[src/rtl/iac_pkg.sv]
// Contract
// - Clock source select low: internal clock is oscillator divided by 58.
// - Clock source select high: internal clock follows oscillator directly, undivided.
// - Fourteen three-state outputs: 12 magnitude, sign and over-limit bits from latches.
// - Direct mode: select high floats all; byte enables low drive their byte.
// - Select and byte enables become outputs during handshake or while mode high.
// - Run held high converts continuously, 8192 cycles each, 4096 de-integrate.
// - Run low: finish current conversion, then stay in auto-zero.
// - Start pulses during conversion or 2048 cycles after status falls are ignored.
// - Holding at auto-zero end: start and raise status within 7 cycles.
// - Run low after status fell cuts de-integrate short into auto-zero; the code cuts it short once run is low after the zero crossing.
// - Run from oscillator gives conversion length 4096 to 8192 by input.
// - Mode input low gives direct output mode.
// - Mode pulse enters handshake, sends two bytes, returns to direct mode.
// - Mode held high sends the result after every conversion.
// - Power-up in direct mode when mode low; transfer-permit may be tied.
// - Status falls half an internal period after the result is latched; the code drops it one system clock later, half a period only when undivided.
// - Status rises at the start of signal integrate.
// - Output latches never change while status is low.
// - Signal integrate lasts exactly 2048 internal clock periods.
// - Test at mid-level makes the latches transparent to the counter.
// - Test grounded stops clock, forces counter high; one clock returns it low.
// - Handshake: high byte strobed first, low byte after transfer-permit high again.
// - Transfer-permit low at conversion end in handshake discards that result.
// - Mode pulse with permit low starts transfer when permit rises, two cycles on.
package iac_pkg;

  localparam int DIV_RATIO = 58;
  localparam int CNT_W = 12;
  localparam int AZ_TICKS = 2048;
  localparam int INT_TICKS = 2048;
  localparam int DEINT_TICKS = 4096;
  localparam int HS_ARM_TICKS = 2;

  localparam logic [3:0] ADDR_CTRL = 4'h0;
  localparam logic [3:0] ADDR_STAT = 4'h4;
  localparam logic [3:0] ADDR_RESULT = 4'h8;
  localparam int CTRL_RUN_BIT = 0;
  localparam int CTRL_MODE_BIT = 1;
  localparam logic [1:0] RESP_OKAY = 2'h0;
  localparam logic [1:0] RESP_SLVERR = 2'h2;
  localparam logic [1:0] CTRL_RESET = 2'h0;

  typedef enum logic [1:0] {PH_AUTOZERO, PH_HOLD, PH_INTEGRATE, PH_DEINTEGRATE} iac_phase_e;
  typedef enum logic [2:0] {HS_IDLE, HS_HIGH_SET, HS_HIGH_LOAD, HS_WAIT, HS_LOW_SET,
                            HS_LOW_LOAD} iac_hs_e;

endpackage

[src/rtl/iac_converter_ctrl.sv]
module iac_converter_ctrl import iac_pkg::*; #(
  parameter int DivRatio = DIV_RATIO
) (
  // Clock and reset
  input wire logic clk,
  input wire logic rst,
  // Oscillator and converter control pins
  input wire logic oscIn,
  input wire logic clockSourceSelect,
  input wire logic runHold,
  input wire logic modeIn,
  input wire logic transmitHoldingEmptyFlag,
  input wire logic comparatorIn,
  input wire logic testGrounded,
  input wire logic testMidLevel,
  output logic statusOut,
  // Select and byte enable pins, three signals each
  input wire logic ceLoadIn,
  output logic ceLoadOut,
  output logic ceLoadOe,
  input wire logic lowByteEnableIn,
  output logic lowByteEnableOut,
  output logic lowByteEnableOe,
  input wire logic highByteEnableIn,
  output logic highByteEnableOut,
  output logic highByteEnableOe,
  // Three-state data outputs: {overLimit, signBit, highNibbleBits}, lowDataByteBits
  output logic [7:0] lowDataByteBits,
  output logic lowDataOe,
  output logic [5:0] highDataBits,
  output logic highDataOe,
  // AXI4-Lite slave
  input wire logic [3:0] awaddr,
  input wire logic awvalid,
  output logic awready,
  input wire logic [31:0] wdata,
  input wire logic [3:0] wstrb,
  input wire logic wvalid,
  output logic wready,
  output logic [1:0] bresp,
  output logic bvalid,
  input wire logic bready,
  input wire logic [3:0] araddr,
  input wire logic arvalid,
  output logic arready,
  output logic [31:0] rdata,
  output logic [1:0] rresp,
  output logic rvalid,
  input wire logic rready
);

  if (DivRatio < 2 || DivRatio > 255) begin : g_check
    $error("DivRatio must lie between 2 and 255");
  end

  function automatic logic isMapped(input logic [3:0] a);
    return a == ADDR_CTRL || a == ADDR_STAT || a == ADDR_RESULT;
  endfunction

  localparam logic [7:0] DIV_LAST = 8'(DivRatio - 1);
  localparam logic [CNT_W-1:0] AZ_LAST = CNT_W'(AZ_TICKS - 1);
  localparam logic [CNT_W-1:0] INT_LAST = CNT_W'(INT_TICKS - 1);
  localparam logic [CNT_W-1:0] DEINT_LAST = CNT_W'(DEINT_TICKS - 1);
  localparam logic [1:0] ARM_LAST = 2'(HS_ARM_TICKS);

  logic [1:0] ctrl_reg;
  logic oscPrev_reg;
  logic [7:0] divCnt_reg;
  iac_phase_e phase_reg;
  iac_hs_e hs_reg;
  logic [CNT_W-1:0] cnt_reg;
  logic [CNT_W-1:0] mag_reg;
  logic sign_reg;
  logic crossed_reg;
  logic testHeld_reg;
  logic [13:0] result_reg;
  logic convEnd_reg;
  logic modePrev_reg;
  logic modeLatch_reg;
  logic armPend_reg;
  logic [1:0] armCnt_reg;
  logic status_reg;
  logic awHeld_reg;
  logic wHeld_reg;
  logic [3:0] awAddr_reg;
  logic [31:0] wData_reg;
  logic [3:0] wStrb_reg;

  logic runEff;
  logic modeEff;
  logic oscRise;
  logic tick;
  logic convEnd;
  logic enterInt;
  logic hsActive;
  logic hsStart;
  logic modeRise;
  logic permitLow;

  assign runEff = runHold | ctrl_reg[CTRL_RUN_BIT];
  assign modeEff = modeIn | ctrl_reg[CTRL_MODE_BIT];
  assign oscRise = oscIn & ~oscPrev_reg;
  assign modeRise = modeIn & ~modePrev_reg;
  assign hsActive = hs_reg != HS_IDLE;
  assign permitLow = ~transmitHoldingEmptyFlag;

  ////////////////////////////////////////////////////////////////////////////
  // Internal clock: each tick is one internal clock period.

  always_ff @(posedge clk or posedge rst) begin
    if (rst) begin
      oscPrev_reg <= 1'b0;
    end else begin
      oscPrev_reg <= oscIn;
    end
  end

  always_ff @(posedge clk or posedge rst) begin
    if (rst) begin
      divCnt_reg <= 8'h00;
    end else if (clockSourceSelect) begin
      // Held at zero while undivided, so a switch to divided mode starts a full period.
      divCnt_reg <= 8'h00;
    end else if (oscRise) begin
      divCnt_reg <= (divCnt_reg == DIV_LAST) ? 8'h00 : divCnt_reg + 8'h01;
    end
  end

  // Grounded test input stops the clock, so no tick reaches the sequencer.
  assign tick = ~testGrounded & oscRise &
                (clockSourceSelect | divCnt_reg == DIV_LAST);

  ////////////////////////////////////////////////////////////////////////////
  // Conversion sequencer.

  // The end of a conversion: full de-integrate, or cut short once run drops after a crossing.
  assign convEnd = tick & phase_reg == PH_DEINTEGRATE & ~testHeld_reg &
                   (cnt_reg == DEINT_LAST | (~runEff & (crossed_reg |
                    comparatorIn != sign_reg)));
  assign enterInt = tick & ~testHeld_reg & runEff &
                    ((phase_reg == PH_AUTOZERO & cnt_reg == AZ_LAST) |
                     phase_reg == PH_HOLD);

  always_ff @(posedge clk or posedge rst) begin
    if (rst) begin
      phase_reg <= PH_AUTOZERO;
      cnt_reg <= '0;
      testHeld_reg <= 1'b0;
      sign_reg <= 1'b0;
      crossed_reg <= 1'b0;
      mag_reg <= '0;
    end else if (testGrounded) begin
      cnt_reg <= '1;
      testHeld_reg <= 1'b1;
    end else if (tick && testHeld_reg) begin
      cnt_reg <= cnt_reg + 1'b1;
      testHeld_reg <= 1'b0;
    end else if (tick) begin
      cnt_reg <= cnt_reg + 1'b1;
      unique case (phase_reg)
        PH_AUTOZERO: begin
          if (cnt_reg == AZ_LAST) begin
            phase_reg <= runEff ? PH_INTEGRATE : PH_HOLD;
            cnt_reg <= '0;
          end
        end
        PH_HOLD: begin
          cnt_reg <= '0;
          if (runEff) begin
            phase_reg <= PH_INTEGRATE;
          end
        end
        PH_INTEGRATE: begin
          if (cnt_reg == INT_LAST) begin
            phase_reg <= PH_DEINTEGRATE;
            cnt_reg <= '0;
            sign_reg <= comparatorIn;
            crossed_reg <= 1'b0;
          end
        end
        PH_DEINTEGRATE: begin
          if (!crossed_reg && comparatorIn != sign_reg) begin
            crossed_reg <= 1'b1;
            mag_reg <= cnt_reg;
          end
          if (convEnd) begin
            phase_reg <= PH_AUTOZERO;
            cnt_reg <= '0;
          end
        end
      endcase
    end
  end

  // A result is discarded when modeEff is high and the transmitter cannot take it.
  always_ff @(posedge clk or posedge rst) begin
    if (rst) begin
      result_reg <= '0;
    end else if (convEnd && status_reg && !(modeEff && permitLow)) begin
      if (crossed_reg) begin
        result_reg <= {1'b0, sign_reg, mag_reg};
      end else if (comparatorIn != sign_reg) begin
        result_reg <= {1'b0, sign_reg, cnt_reg};
      end else begin
        result_reg <= {1'b1, sign_reg, DEINT_LAST};
      end
    end
  end

  always_ff @(posedge clk or posedge rst) begin
    if (rst) begin
      convEnd_reg <= 1'b0;
    end else begin
      convEnd_reg <= convEnd & status_reg;
    end
  end

  // Status drops one system clock after the latch update, never in the same edge.
  always_ff @(posedge clk or posedge rst) begin
    if (rst) begin
      status_reg <= 1'b0;
    end else if (enterInt) begin
      status_reg <= 1'b1;
    end else if (convEnd_reg) begin
      status_reg <= 1'b0;
    end
  end

  assign statusOut = status_reg;

  ////////////////////////////////////////////////////////////////////////////
  // Handshake output.

  always_ff @(posedge clk or posedge rst) begin
    if (rst) begin
      modePrev_reg <= 1'b0;
      modeLatch_reg <= 1'b0;
      armPend_reg <= 1'b0;
      armCnt_reg <= 2'h0;
    end else begin
      modePrev_reg <= modeIn;
      if (modeRise) begin
        modeLatch_reg <= 1'b1;
        armPend_reg <= permitLow;
        armCnt_reg <= 2'h0;
      end else if (hsStart) begin
        armPend_reg <= 1'b0;
      end else if (tick && armPend_reg && armCnt_reg != ARM_LAST) begin
        armCnt_reg <= armCnt_reg + 2'h1;
      end
      if (hs_reg == HS_LOW_LOAD && tick && !modeRise) begin
        modeLatch_reg <= 1'b0;
      end
    end
  end

  // A pending mode pulse waits out two internal clocks and a permit before it starts.
  assign hsStart = ~hsActive & transmitHoldingEmptyFlag &
                   ((convEnd_reg & (modeEff | modeLatch_reg)) |
                    (armPend_reg & tick & armCnt_reg == ARM_LAST));

  always_ff @(posedge clk or posedge rst) begin
    if (rst) begin
      hs_reg <= HS_IDLE;
    end else if (hsStart) begin
      hs_reg <= HS_HIGH_SET;
    end else if (tick) begin
      unique case (hs_reg)
        HS_IDLE: hs_reg <= HS_IDLE;
        HS_HIGH_SET: hs_reg <= HS_HIGH_LOAD;
        HS_HIGH_LOAD: hs_reg <= HS_WAIT;
        HS_WAIT: begin
          if (transmitHoldingEmptyFlag) begin
            hs_reg <= HS_LOW_SET;
          end
        end
        HS_LOW_SET: hs_reg <= HS_LOW_LOAD;
        HS_LOW_LOAD: hs_reg <= HS_IDLE;
      endcase
    end
  end

  ////////////////////////////////////////////////////////////////////////////
  // Pins.

  assign ceLoadOe = hsActive | modeEff;
  assign lowByteEnableOe = hsActive | modeEff;
  assign highByteEnableOe = hsActive | modeEff;
  assign ceLoadOut = ~(hs_reg == HS_HIGH_LOAD | hs_reg == HS_LOW_LOAD);
  assign highByteEnableOut = ~(hs_reg == HS_HIGH_SET | hs_reg == HS_HIGH_LOAD);
  assign lowByteEnableOut = ~(hs_reg == HS_LOW_SET | hs_reg == HS_LOW_LOAD);

  assign lowDataOe = hsActive ? ~lowByteEnableOut
                   : (~modeEff & ~ceLoadIn & ~lowByteEnableIn);
  assign highDataOe = hsActive ? ~highByteEnableOut
                    : (~modeEff & ~ceLoadIn & ~highByteEnableIn);

  always_ff @(posedge clk or posedge rst) begin
    if (rst) begin
      lowDataByteBits <= 8'h00;
      highDataBits <= 6'h00;
    end else if (testMidLevel || testGrounded || testHeld_reg) begin
      lowDataByteBits <= cnt_reg[7:0];
      highDataBits <= {result_reg[13:12], cnt_reg[11:8]};
    end else begin
      lowDataByteBits <= result_reg[7:0];
      highDataBits <= result_reg[13:8];
    end
  end

  ////////////////////////////////////////////////////////////////////////////
  // AXI4-Lite registers.

  assign awready = ~awHeld_reg & ~bvalid;
  assign wready = ~wHeld_reg & ~bvalid;
  assign arready = ~rvalid;

  always_ff @(posedge clk or posedge rst) begin
    if (rst) begin
      awHeld_reg <= 1'b0;
      wHeld_reg <= 1'b0;
      awAddr_reg <= 4'h0;
      wData_reg <= 32'h0000_0000;
      wStrb_reg <= 4'h0;
      bvalid <= 1'b0;
      bresp <= RESP_OKAY;
      ctrl_reg <= CTRL_RESET;
    end else begin
      if (awvalid && awready) begin
        awHeld_reg <= 1'b1;
        awAddr_reg <= awaddr;
      end
      if (wvalid && wready) begin
        wHeld_reg <= 1'b1;
        wData_reg <= wdata;
        wStrb_reg <= wstrb;
      end
      if (awHeld_reg && wHeld_reg && !bvalid) begin
        awHeld_reg <= 1'b0;
        wHeld_reg <= 1'b0;
        bvalid <= 1'b1;
        bresp <= isMapped(awAddr_reg) ? RESP_OKAY : RESP_SLVERR;
        if (awAddr_reg == ADDR_CTRL && wStrb_reg[0]) begin
          ctrl_reg <= wData_reg[1:0];
        end
      end else if (bvalid && bready) begin
        bvalid <= 1'b0;
      end
    end
  end

  always_ff @(posedge clk or posedge rst) begin
    if (rst) begin
      rvalid <= 1'b0;
      rdata <= 32'h0000_0000;
      rresp <= RESP_OKAY;
    end else if (arvalid && arready) begin
      rvalid <= 1'b1;
      rresp <= isMapped(araddr) ? RESP_OKAY : RESP_SLVERR;
      unique case (araddr)
        ADDR_CTRL: rdata <= {30'h0000_0000, ctrl_reg};
        ADDR_STAT: rdata <= {16'h0000, 1'b0, hs_reg, modeLatch_reg, status_reg,
                             phase_reg, cnt_reg[7:0]};
        ADDR_RESULT: rdata <= {18'h0_0000, result_reg};
        default: rdata <= 32'h0000_0000;
      endcase
    end else if (rvalid && rready) begin
      rvalid <= 1'b0;
    end
  end

  logic [7:0] oscSince_reg;
  logic [CNT_W:0] intLen_reg;

  always_ff @(posedge clk or posedge rst) begin
    if (rst) begin
      oscSince_reg <= 8'h00;
      intLen_reg <= '0;
    end else begin
      if (tick) begin
        oscSince_reg <= 8'h00;
      end else if (oscRise && !testGrounded) begin
        oscSince_reg <= oscSince_reg + 8'h01;
      end
      if (phase_reg != PH_INTEGRATE) begin
        intLen_reg <= '0;
      end else if (tick) begin
        intLen_reg <= intLen_reg + 1'b1;
      end
    end
  end
endmodule

[config.mk]
export PLATFORM = sky130hd
export DESIGN_NAME = iac_converter_ctrl
export DESIGN_NICKNAME = d
export VERILOG_FILES = /design/src/rtl/iac_pkg.sv /design/src/rtl/iac_converter_ctrl.sv
export SDC_FILE = /design/constraint.sdc
export NUM_CORES = 1
export LEC_CHECK = 0
export BUFFER_PORTS_ARGS = -buffer_cell sky130_fd_sc_hd__buf_4
export CORE_MARGIN = 3
export CORE_UTILIZATION = 38
export CTS_CLUSTER_DIAMETER = 60
export DETAILED_ROUTE_END_ITERATION = 8
export PLACE_DENSITY = 0.67
export SLEW_MARGIN = 20
export SYNTH_ARGS = -nofsm -noshare
export SYNTH_HDL_FRONTEND = slang
export SYNTH_SLANG_ARGS = --single-unit
[constraint.sdc]
create_clock -name clk -period 4.6 [get_ports clk]
set_input_delay 0.46 -clock clk [delete_from_list [all_inputs] [get_ports clk]]
set_output_delay 0.46 -clock clk [all_outputs]
set_load 0.01 [all_outputs]
After elaboration in Yosys (flattened, before gate mapping)
Index checks and enable logic that the tools add are counted.

word-level totals
  bits in registers = 125
  input bits = 62
  output and inout bits = 64
  word-level logic and storage cells = 215

cells by class
  add/subtract/negate cells = 3
  equal/unequal tests = 25
  multiplexer cells = 50
  bitwise operators = 54
  reduce and logical (&&, ||, !) cells = 54

operators by type and width
  operator                                                                  number
  12-bit two-way mux                                                        5
  15-bit case mux with 3 select lines                                       1
  12-bit case mux with 3 select lines                                       1
  8-bit two-way mux                                                         4
  14-bit two-way mux                                                        2
  2-bit nonzero test                                                        12
  1-bit bitwise AND                                                         23
  1-bit two-way mux                                                         20
  2-bit two-way mux                                                         10
  1-bit NOT                                                                 19
  1-bit logical AND                                                         17
  3-bit case mux with 5 select lines                                        1
  12-bit by 1-bit adder with 12-bit output (second input constant)          1
  12-bit by 11-bit equality test with 1-bit output (second input constant)  1
  12-bit equality test (second input constant)                              1
  1-bit OR                                                                  12
  5-bit AND reduction                                                       2
  3-bit two-way mux                                                         3
  8-bit by 1-bit adder with 8-bit output (second input constant)            1
  4-bit by 3-bit equality test with 1-bit output (second input constant)    2
  4-bit equality test (second input constant)                               2
  8-bit by 6-bit equality test with 1-bit output (second input constant)    1
  4-bit logical NOT                                                         2
  2-bit inequality test (second input constant)                             4
  21 further kinds                                                          39

Longest topological paths before layout
Gate-level depths: netlist of the first run.

  word-level depth = 12
  depth in mapped cells = 10
  mapped depth without buffers = 8

Least setup slack after synthesis of the first run
Ideal clock, no wire load.

  path type = register to register
  start point = register divCnt_reg[1]
  end point = register mag_reg[0]
  library setup time = 125 ps
  data arrival time = 2144 ps
  required time = 4475 ps
  setup slack = 2330 ps
  stages on the path, launching flop included = 10
  path buffers = 1
  period minus slack after synthesis = 2270 ps
  path through = dfrtp_1 -> inv_1 -> ha_1 -> nor4b_4 -> a21o_2 -> nand2_2 -> or3_4 -> nor3_4 -> buf_8 -> mux2_4

between the ends
  longest elaborated chain between the ends = 6

RTL lines
  element                                             RTL line                   RTL
  from (decl)                                         iac_converter_ctrl.sv:68   logic [7:0] divCnt_reg;
  from (signal assigned)                              iac_converter_ctrl.sv:125  divCnt_reg <= (divCnt_reg == DIV_LAST) ? 8'h00 : divCnt_reg + 8'h01;
  8-bit by 6-bit equality test with 1-bit output (*)  iac_converter_ctrl.sv:131  (clockSourceSelect | divCnt_reg == DIV_LAST);
  1-bit OR (*)                                        iac_converter_ctrl.sv:131
  1-bit bitwise AND (*)                               iac_converter_ctrl.sv:130  assign tick = ~testGrounded & oscRise &
  1-bit logical AND                                   iac_converter_ctrl.sv:155  end else if (tick && testHeld_reg) begin
  1-bit NOT (no source line)                          n/a
  5-bit AND reduction (no source line) (*)            n/a
  to (signal assigned)                                iac_converter_ctrl.sv:184  mag_reg <= cnt_reg;
  to (decl)                                           iac_converter_ctrl.sv:72   logic [CNT_W-1:0] mag_reg;

Every way passes the cells marked *; elsewhere a longest branch is shown, timed or not.
A chain may end at the register's enable or synchronous reset.

Final worst setup path of the first run
  start point = register divCnt_reg[1]
  end point = register mag_reg[9]

Same word-level chain as after synthesis.

==> results_dict.tcl, run 1 <==
set metrics [dict create \
    routed-via-count 3724 \
    worst_setup_hold_path_clk_slew_ps 80 \
    design.die.area_sq_mm 0.0152 \
    rr_worst_depth 8 \
    port_buffers 73 \
    tritoncts "yes" \
    finalSetupViolations 0 \
    drt-pass1-iter-count 4 \
    yosysSeqAreaShare 0.507 \
    critPathLaunchType "flop" \
    cts_htree_levels 3 \
    ys_warn_count 0 \
    clk-insertion-delay-late_ps 360 \
    synth_compound_gate_area_share 0.132 \
    critical-path-max-stage-delay_ps 680 \
    max_slew.worst_pin.slew_ps 835 \
    rr_endpoint "mag_reg[9]$_DFFE_PP0P_" \
    p_leak_uw 0.00268 \
    drc_errors 0 \
    ir_drop_worst_case_vdd_v 0.000201 \
    number_of_cts_inserted_buffers 9 \
    largest_reg_flops 15 \
    floorplan.initialDensity 0.392 \
    timing.setup.critical_path_class "reg2reg" \
    final_period_minus_worst_setup_slack_ps 2920 \
    grt_max_degree 67 \
    drv.max_cap_violation_count 0 \
    wl_per_cell_um 15.4 \
    yosys_register_bits 106 \
    layout_cells_sized_above_1 0.266 \
    core_box_area_sq_mm 0.0133 \
    initialDrtViolationCount 173 \
    yosys_most_used_dff "sky130_fd_sc_hd__dfrtp_1" \
    endpoint_kind "flop" \
    synthAdderAreaFrac 0.0191 \
    synth_simple_gate_area_frac 0.143 \
    syn_to_final_growth_pct 16.9 \
    numClockSinks 106 \
    die-height_um 123 \
    cts.root.buffer_cell "sky130_fd_sc_hd__clkbuf_16" \
    worstPathArrival_ps 3160 \
    pwr_density_cell_mw_per_mm2 381 \
    fin_util 0.459 \
    worst_hold_startpoint "oscIn" \
    timing.critical_path.slowest_stage_cell "sky130_fd_sc_hd__nor3_4" \
    timing.final.hold_violations 0 \
    rrSetupSlack_ps 1680 \
    combined_area_of_all_synthesized_cells_sq_mm 0.00523 \
    detailedPlacementHpwl_mm 8.05 \
    post_cts.repair.setup_buffers 0 \
    route.detailed.vias_per_inst 5.11 \
    achievable-frequency_mhz 343 \
    cp_top_family "simple AND/OR/NAND/NOR gates" \
    clockBufferDepth 2 \
    synth_async_sr_flop_share 1.00 \
    path_cells "inv_1, ha_1, nor4b_4, a21o_2, nand2_2, or3_4, nor3_4, mux2_2" \
    required_ps 4840 \
    detail_route.wirelength_mm 11.2 \
    first_pass_grt_wire_length_mm 18.5 \
    ant_nets 0 \
    num-nets-final 618 \
    grt_use_total 0.155 \
    synth_xor_xnor_area_share 0.0184 \
    grt_antenna_before_repair 0 \
    io_pins 126 \
    worstHoldEndpoint "oscPrev_reg$_DFF_PP0_" \
    floorplan.rows 42 \
    synth_cells 485 \
    fillerInstances 1278 \
    postLayoutCellArea_sq_mm 0.00612 \
    synth_top_family_by_area "simple AND/OR/NAND/NOR gates" \
    routabilityCongestion 0.849 \
    edff_count_synth 0 \
    die_width_um 123 \
    hold_path_class "in2reg" \
    grt_pass1_vias 3695 \
    multi_input_comb_area_sq_mm 0.00230 \
    grt_setup_unrepaired "false" \
    worst_r2r_src "divCnt_reg[1]$_DFFE_PP0P_" \
    final.period_utilization 0.634 \
    timing.critical_path.fanout_max 13 \
    slew_violations 0 \
    slew_headroom 0.443 \
    cts-hold-fix-buffers 0 \
    worst_hold_path.num_cells 1 \
    post_synth.cell_area_avg_sq_um 10.8 \
    netlist-cell-type-count 62 \
    critical_path.n_buffers_inverters 1 \
    clock_skew_ps 14.8 \
    postCtsResizedCells 0 \
    outcome "finished clean" \
    n_antenna_cell 0 \
    register_area_sq_mm 0.00265 \
    tns_ps 0 \
    grt_remaining_overflow 0 \
    placed_instance_area_sq_mm 0.00584 \
    muxShareOfSynthArea 0.111 \
]
[Yosys cell counts (all sizes together), types with 2 or more instances]
cell / n / area share
a211o: 2 / 0.0033
a2bb2oi: 2 / 0.0045
nor2b: 10 / 0.012
nand3b: 2 / 0.0029
o31ai: 4 / 0.0057
o21a: 5 / 0.0072
or2: 2 / 0.0024
or3: 3 / 0.0045
xnor2: 6 / 0.010
nand3: 16 / 0.015
buf: 27 / 0.039
and3: 4 / 0.0048
clkbuf: 14 / 0.010
o21ai: 36 / 0.034
nor3: 8 / 0.0098
ha: 8 / 0.019
nand4: 2 / 0.0024
nor2: 28 / 0.020
a221o: 3 / 0.0057
a22oi: 14 / 0.020
xor2: 5 / 0.0084
a21oi: 13 / 0.013
nor4: 7 / 0.014
o22ai: 13 / 0.016
dfrtp: 106 / 0.51
nand2b: 4 / 0.0048
mux2: 37 / 0.086
a31oi: 2 / 0.0024
inv: 27 / 0.019
nand2: 42 / 0.031
nor4b: 4 / 0.014
mux2i: 13 / 0.025
[logic make-up after synthesis]
logic type      count (synthesis)
other cells                     1
fa+ha+maj                       8
flops                         106
simple gates                  136
xor+xnor                       11
compound gates                105
mux                            50
buf+inv                        68
[metal layers]
layer	routed length [um]	GRT usage	vias to the layer above
met5	0	0	-
met4	221	0.0651	0
met3	670	0.0343	17
met2	5000	0.235	106
met1	5350	0.213	1791
li1	-	-	1810
[power breakdown]
part | internal (uW) | switching, uW | total, uW
combinational | 228 | 231 | 459
sequential | 1020 | 106 | 1130
clock | 378 | 366 | 744
[through the flow]
stage               setup slack (ps)  power [uW]  hold WS (ps)  cells
global placement                1700        1600           392    713
CTS                             1660        2360           213    729
floorplan                       1350        1430           371    503
global route                    1480        2460           216    729
finish                          1680        2330           226    729
detailed placement              1680        1620           402    713
[how the worst max path moves through the flow]
stage,from,end,slack (ps),depth (start not counted)
after floorplan,rst,armCnt_reg[0]$_DFFE_PP0P_,1350,1
after global placement,divCnt_reg[1]$_DFFE_PP0P_,result_reg[12]$_DFFE_PP0P_,1700,8
after detailed placement,divCnt_reg[1]$_DFFE_PP0P_,result_reg[12]$_DFFE_PP0P_,1680,8
after CTS,divCnt_reg[1]$_DFFE_PP0P_,mag_reg[9]$_DFFE_PP0P_,1660,8
after global routing,cnt_reg[1]$_DFFE_PP0P_,result_reg[12]$_DFFE_PP0P_,1480,7
final,divCnt_reg[1]$_DFFE_PP0P_,mag_reg[9]$_DFFE_PP0P_,1680,8
[worst reg2reg max path: cells and delay by family (launching register included)]
kind,cells,cell delay (ps)
compound gates,1,250
fa+ha+maj,1,150
buf+inv,1,80
flops,1,400
mux,1,430
simple gates,4,1490
[layout by cell type, fill, tap and decap left out, types with 3 or more instances in the layout]
| master | n |
|---|---|
| sky130_fd_sc_hd__nor4_1 | 4 |
| sky130_fd_sc_hd__xor2_1 | 5 |
| sky130_fd_sc_hd__nor2b_1 | 10 |
| sky130_fd_sc_hd__inv_1 | 26 |
| sky130_fd_sc_hd__nand3_1 | 16 |
| sky130_fd_sc_hd__a21oi_1 | 12 |
| sky130_fd_sc_hd__inv_6 | 3 |
| sky130_fd_sc_hd__mux2i_1 | 13 |
| sky130_fd_sc_hd__xnor2_1 | 6 |
| sky130_fd_sc_hd__o21a_1 | 5 |
| sky130_fd_sc_hd__buf_4 | 75 |
| sky130_fd_sc_hd__o31ai_1 | 4 |
| sky130_fd_sc_hd__nor2_1 | 28 |
| sky130_fd_sc_hd__conb_1 | 19 |
| sky130_fd_sc_hd__mux2_2 | 28 |
| sky130_fd_sc_hd__a22oi_1 | 14 |
| sky130_fd_sc_hd__a221o_1 | 3 |
| sky130_fd_sc_hd__clkbuf_16 | 9 |
| sky130_fd_sc_hd__nand2b_1 | 4 |
| sky130_fd_sc_hd__o21ai_0 | 35 |
| sky130_fd_sc_hd__nor3_1 | 6 |
| sky130_fd_sc_hd__and3_1 | 4 |
| sky130_fd_sc_hd__nand2_1 | 41 |
| sky130_fd_sc_hd__mux2_4 | 9 |
| sky130_fd_sc_hd__ha_1 | 8 |
| sky130_fd_sc_hd__dfrtp_1 | 106 |
| sky130_fd_sc_hd__o22ai_1 | 13 |
[area by class of cell]
type	instances	area share
Timing Repair Buffer	75	0.0920
Clock inverter	6	0.00879
Multi-Input combinational cell	329	0.376
Inverter	27	0.0170
Tap cell	176	0.0360
Clock buffer	10	0.0374
Sequential cell	106	0.433
No activity file was read; power rests on OpenSTA's default activity.
==> run 2, diff against run 1 <==
==> constraint.sdc (replaced) <==
create_clock -name clk -period 2.7 [get_ports clk]
set_input_delay 0.27 -clock clk [delete_from_list [all_inputs] [get_ports clk]]
set_output_delay 0.27 -clock clk [all_outputs]
set_load 0.01 [all_outputs]
==> run 2 against run 1 <==
Effect of this change: sequential share of layout area is 0.94 points lower; routed wire length is 4.7% higher; core utilization is 1.0 points higher; critical path depth stayed put; non-clock buffer count is 12 higher; combinational power is 75% higher; register-to-register slack worse by 1500 ps; clock-buffer cell count stayed put.
==> results_dict.tcl, run 2 (synthesis gave the netlist of run 1 again) <==
set metrics [dict create \
    hold_path_class "in2reg" \
    grt_use_total 0.163 \
    grt_pass1_vias 3845 \
    number_of_cts_inserted_buffers 9 \
    postCtsResizedCells 0 \
    detailedPlacementHpwl_mm 8.59 \
    drt-pass1-iter-count 4 \
    largest_reg_flops 15 \
    fillerInstances 1244 \
    max_slew.worst_pin.slew_ps 746 \
    pwr_density_cell_mw_per_mm2 642 \
    pre_cts_slack_ps 247 \
    timing.final.hold_violations 0 \
    grt_setup_unrepaired "false" \
    grt_antenna_before_repair 0 \
    power_dissipated_by_switching_net_loads_uw 1200 \
    clock_skew_ps 7.73 \
    multi_input_comb_area_sq_mm 0.00229 \
    p_leak_uw 0.00275 \
    final_period_minus_worst_setup_slack_ps 2490 \
    io_pins 126 \
    wl_per_cell_um 15.9 \
    critPathLaunchType "flop" \
    design.die.area_sq_mm 0.0152 \
    pwr-share-comb 0.200 \
    clk-insertion-delay-late_ps 360 \
    register_area_sq_mm 0.00265 \
    most-common-layout-cells "106 x sky130_fd_sc_hd__dfrtp_1, 84 x sky130_fd_sc_hd__buf_4, 41 x sky130_fd_sc_hd__nand2_1, 35 x sky130_fd_sc_hd__o21ai_0" \
    floorplan.initialDensity 0.392 \
    outcome "finished clean" \
    n_antenna_cell 0 \
    timing.critical_path.fanout_max 7 \
    cts-hold-fix-buffers 0 \
    port_buffers 73 \
    tns_ps 0 \
    floorplan.rows 42 \
    int_power_uw 2820 \
    initialDrtViolationCount 207 \
    route.detailed.vias_per_inst 5.20 \
    slew_violations 0 \
    cts_htree_levels 3 \
    power.share.sequential 0.479 \
    power.switching_fraction 0.299 \
    die-height_um 123 \
    tritoncts "yes" \
    syn_to_final_growth_pct 19.5 \
    fin_ws_ps 206 \
    drc_errors 0 \
    first_pass_grt_wire_length_mm 19.4 \
    die_width_um 123 \
    final.period_utilization 0.924 \
    worstPathArrival_ps 2770 \
    routabilityCongestion 0.832 \
    cts.root.buffer_cell "sky130_fd_sc_hd__clkbuf_16" \
    required_ps 2980 \
    slew_headroom 0.499 \
    routed-via-count 3851 \
    layout.cells.most_common "sky130_fd_sc_hd__dfrtp_1" \
    endpoint_kind "flop" \
    grt_remaining_overflow 0 \
    timing.setup.critical_path_class "reg2reg" \
    layout_cells_sized_above_1 0.283 \
    ant_nets 0 \
    grt_max_degree 40 \
    finalSetupViolations 0 \
    detail_route.wirelength_mm 11.8 \
    clockBufferDepth 2 \
    num-nets-final 630 \
    ir_drop_worst_case_vdd_v 0.000313 \
    numClockSinks 106 \
    core_box_area_sq_mm 0.0133 \
    achievable-frequency_mhz 401 \
    drv.max_cap_violation_count 0 \
    post_cts.repair.setup_buffers 0 \
    share_clk_of_total_power 0.321 \
    worst_setup_hold_path_clk_slew_ps 70 \
]
[run 2: changes by cell type in the layout (fill, tap and decap cells not counted), sizes merged]
cell,before,now
buf,75,87
clkinv,1,2
clkinvlp,1,2
inv,31,29
[run 2: worst paths after layout]
| check | startpoint | to | slack, ps | cells after the start |
|---|---|---|---|---|
| min in group asynchronous | rst | highDataBits[0]$_DFF_PP0_ | 40 | 2 |
| max reg2reg | cnt_reg[1]$_DFFE_PP0P_ | result_reg[3]$_DFFE_PP0P_ | 210 | 8 |
| max | cnt_reg[1]$_DFFE_PP0P_ | result_reg[3]$_DFFE_PP0P_ | 210 | 8 |
| max in group asynchronous | rst | armCnt_reg[0]$_DFFE_PP0P_ | 2040 | 3 |
| min reg2reg | result_reg[13]$_DFFE_PP0P_ | highDataBits[5]$_DFF_PP0_ | 410 | 0 |
| min | oscIn | oscPrev_reg$_DFF_PP0_ | 30 | 1 |
[run 2: final cells by class]
type,instances,area share
multi-input cells,329,0.366
clock inverters,6,0.00900
flip-flops and latches,106,0.424
repair buffers,87,0.110
clock buffers,10,0.0382
inverters,27,0.0168
well taps,176,0.0352
[run 2: metrics by stage]
stage	hold WS (ps)	util	area, sq um	cells	power (uW)
global route	26.2	0.469	6260	741	4260
CTS	20.9	0.469	6260	741	4070
global placement	391	0.447	5960	725	2730
finish	33.0	0.469	6260	741	4020
detailed placement	397	0.447	5960	725	2770
floorplan	301	-	5310	503	2430
[run 2: power by group through the flow]
stage	sequential, uW	clock, uW	combinational, uW
global route	1950	1410	895
finish	1920	1290	804
floorplan	1880	0	553
detailed placement	1950	0	814
global placement	1940	0	786
CTS	1930	1330	816
[run 2: layer usage]
metal,routed length [um],global-route usage
met5,0,0
met2,5620,0.255
met3,787,0.0540
met1,5180,0.215
met4,174,0.0498
[run 2: worst max-delay path, stage by stage, from the launching register on]
cell and delay (ps):
sky130_fd_sc_hd__dfrtp_1 500, sky130_fd_sc_hd__ha_1 260, sky130_fd_sc_hd__nand4_1 150, sky130_fd_sc_hd__nor4_2 350
sky130_fd_sc_hd__nor2_1 160, sky130_fd_sc_hd__nor4b_4 270, sky130_fd_sc_hd__o21a_1 290, sky130_fd_sc_hd__buf_4 220
sky130_fd_sc_hd__mux2i_1 210
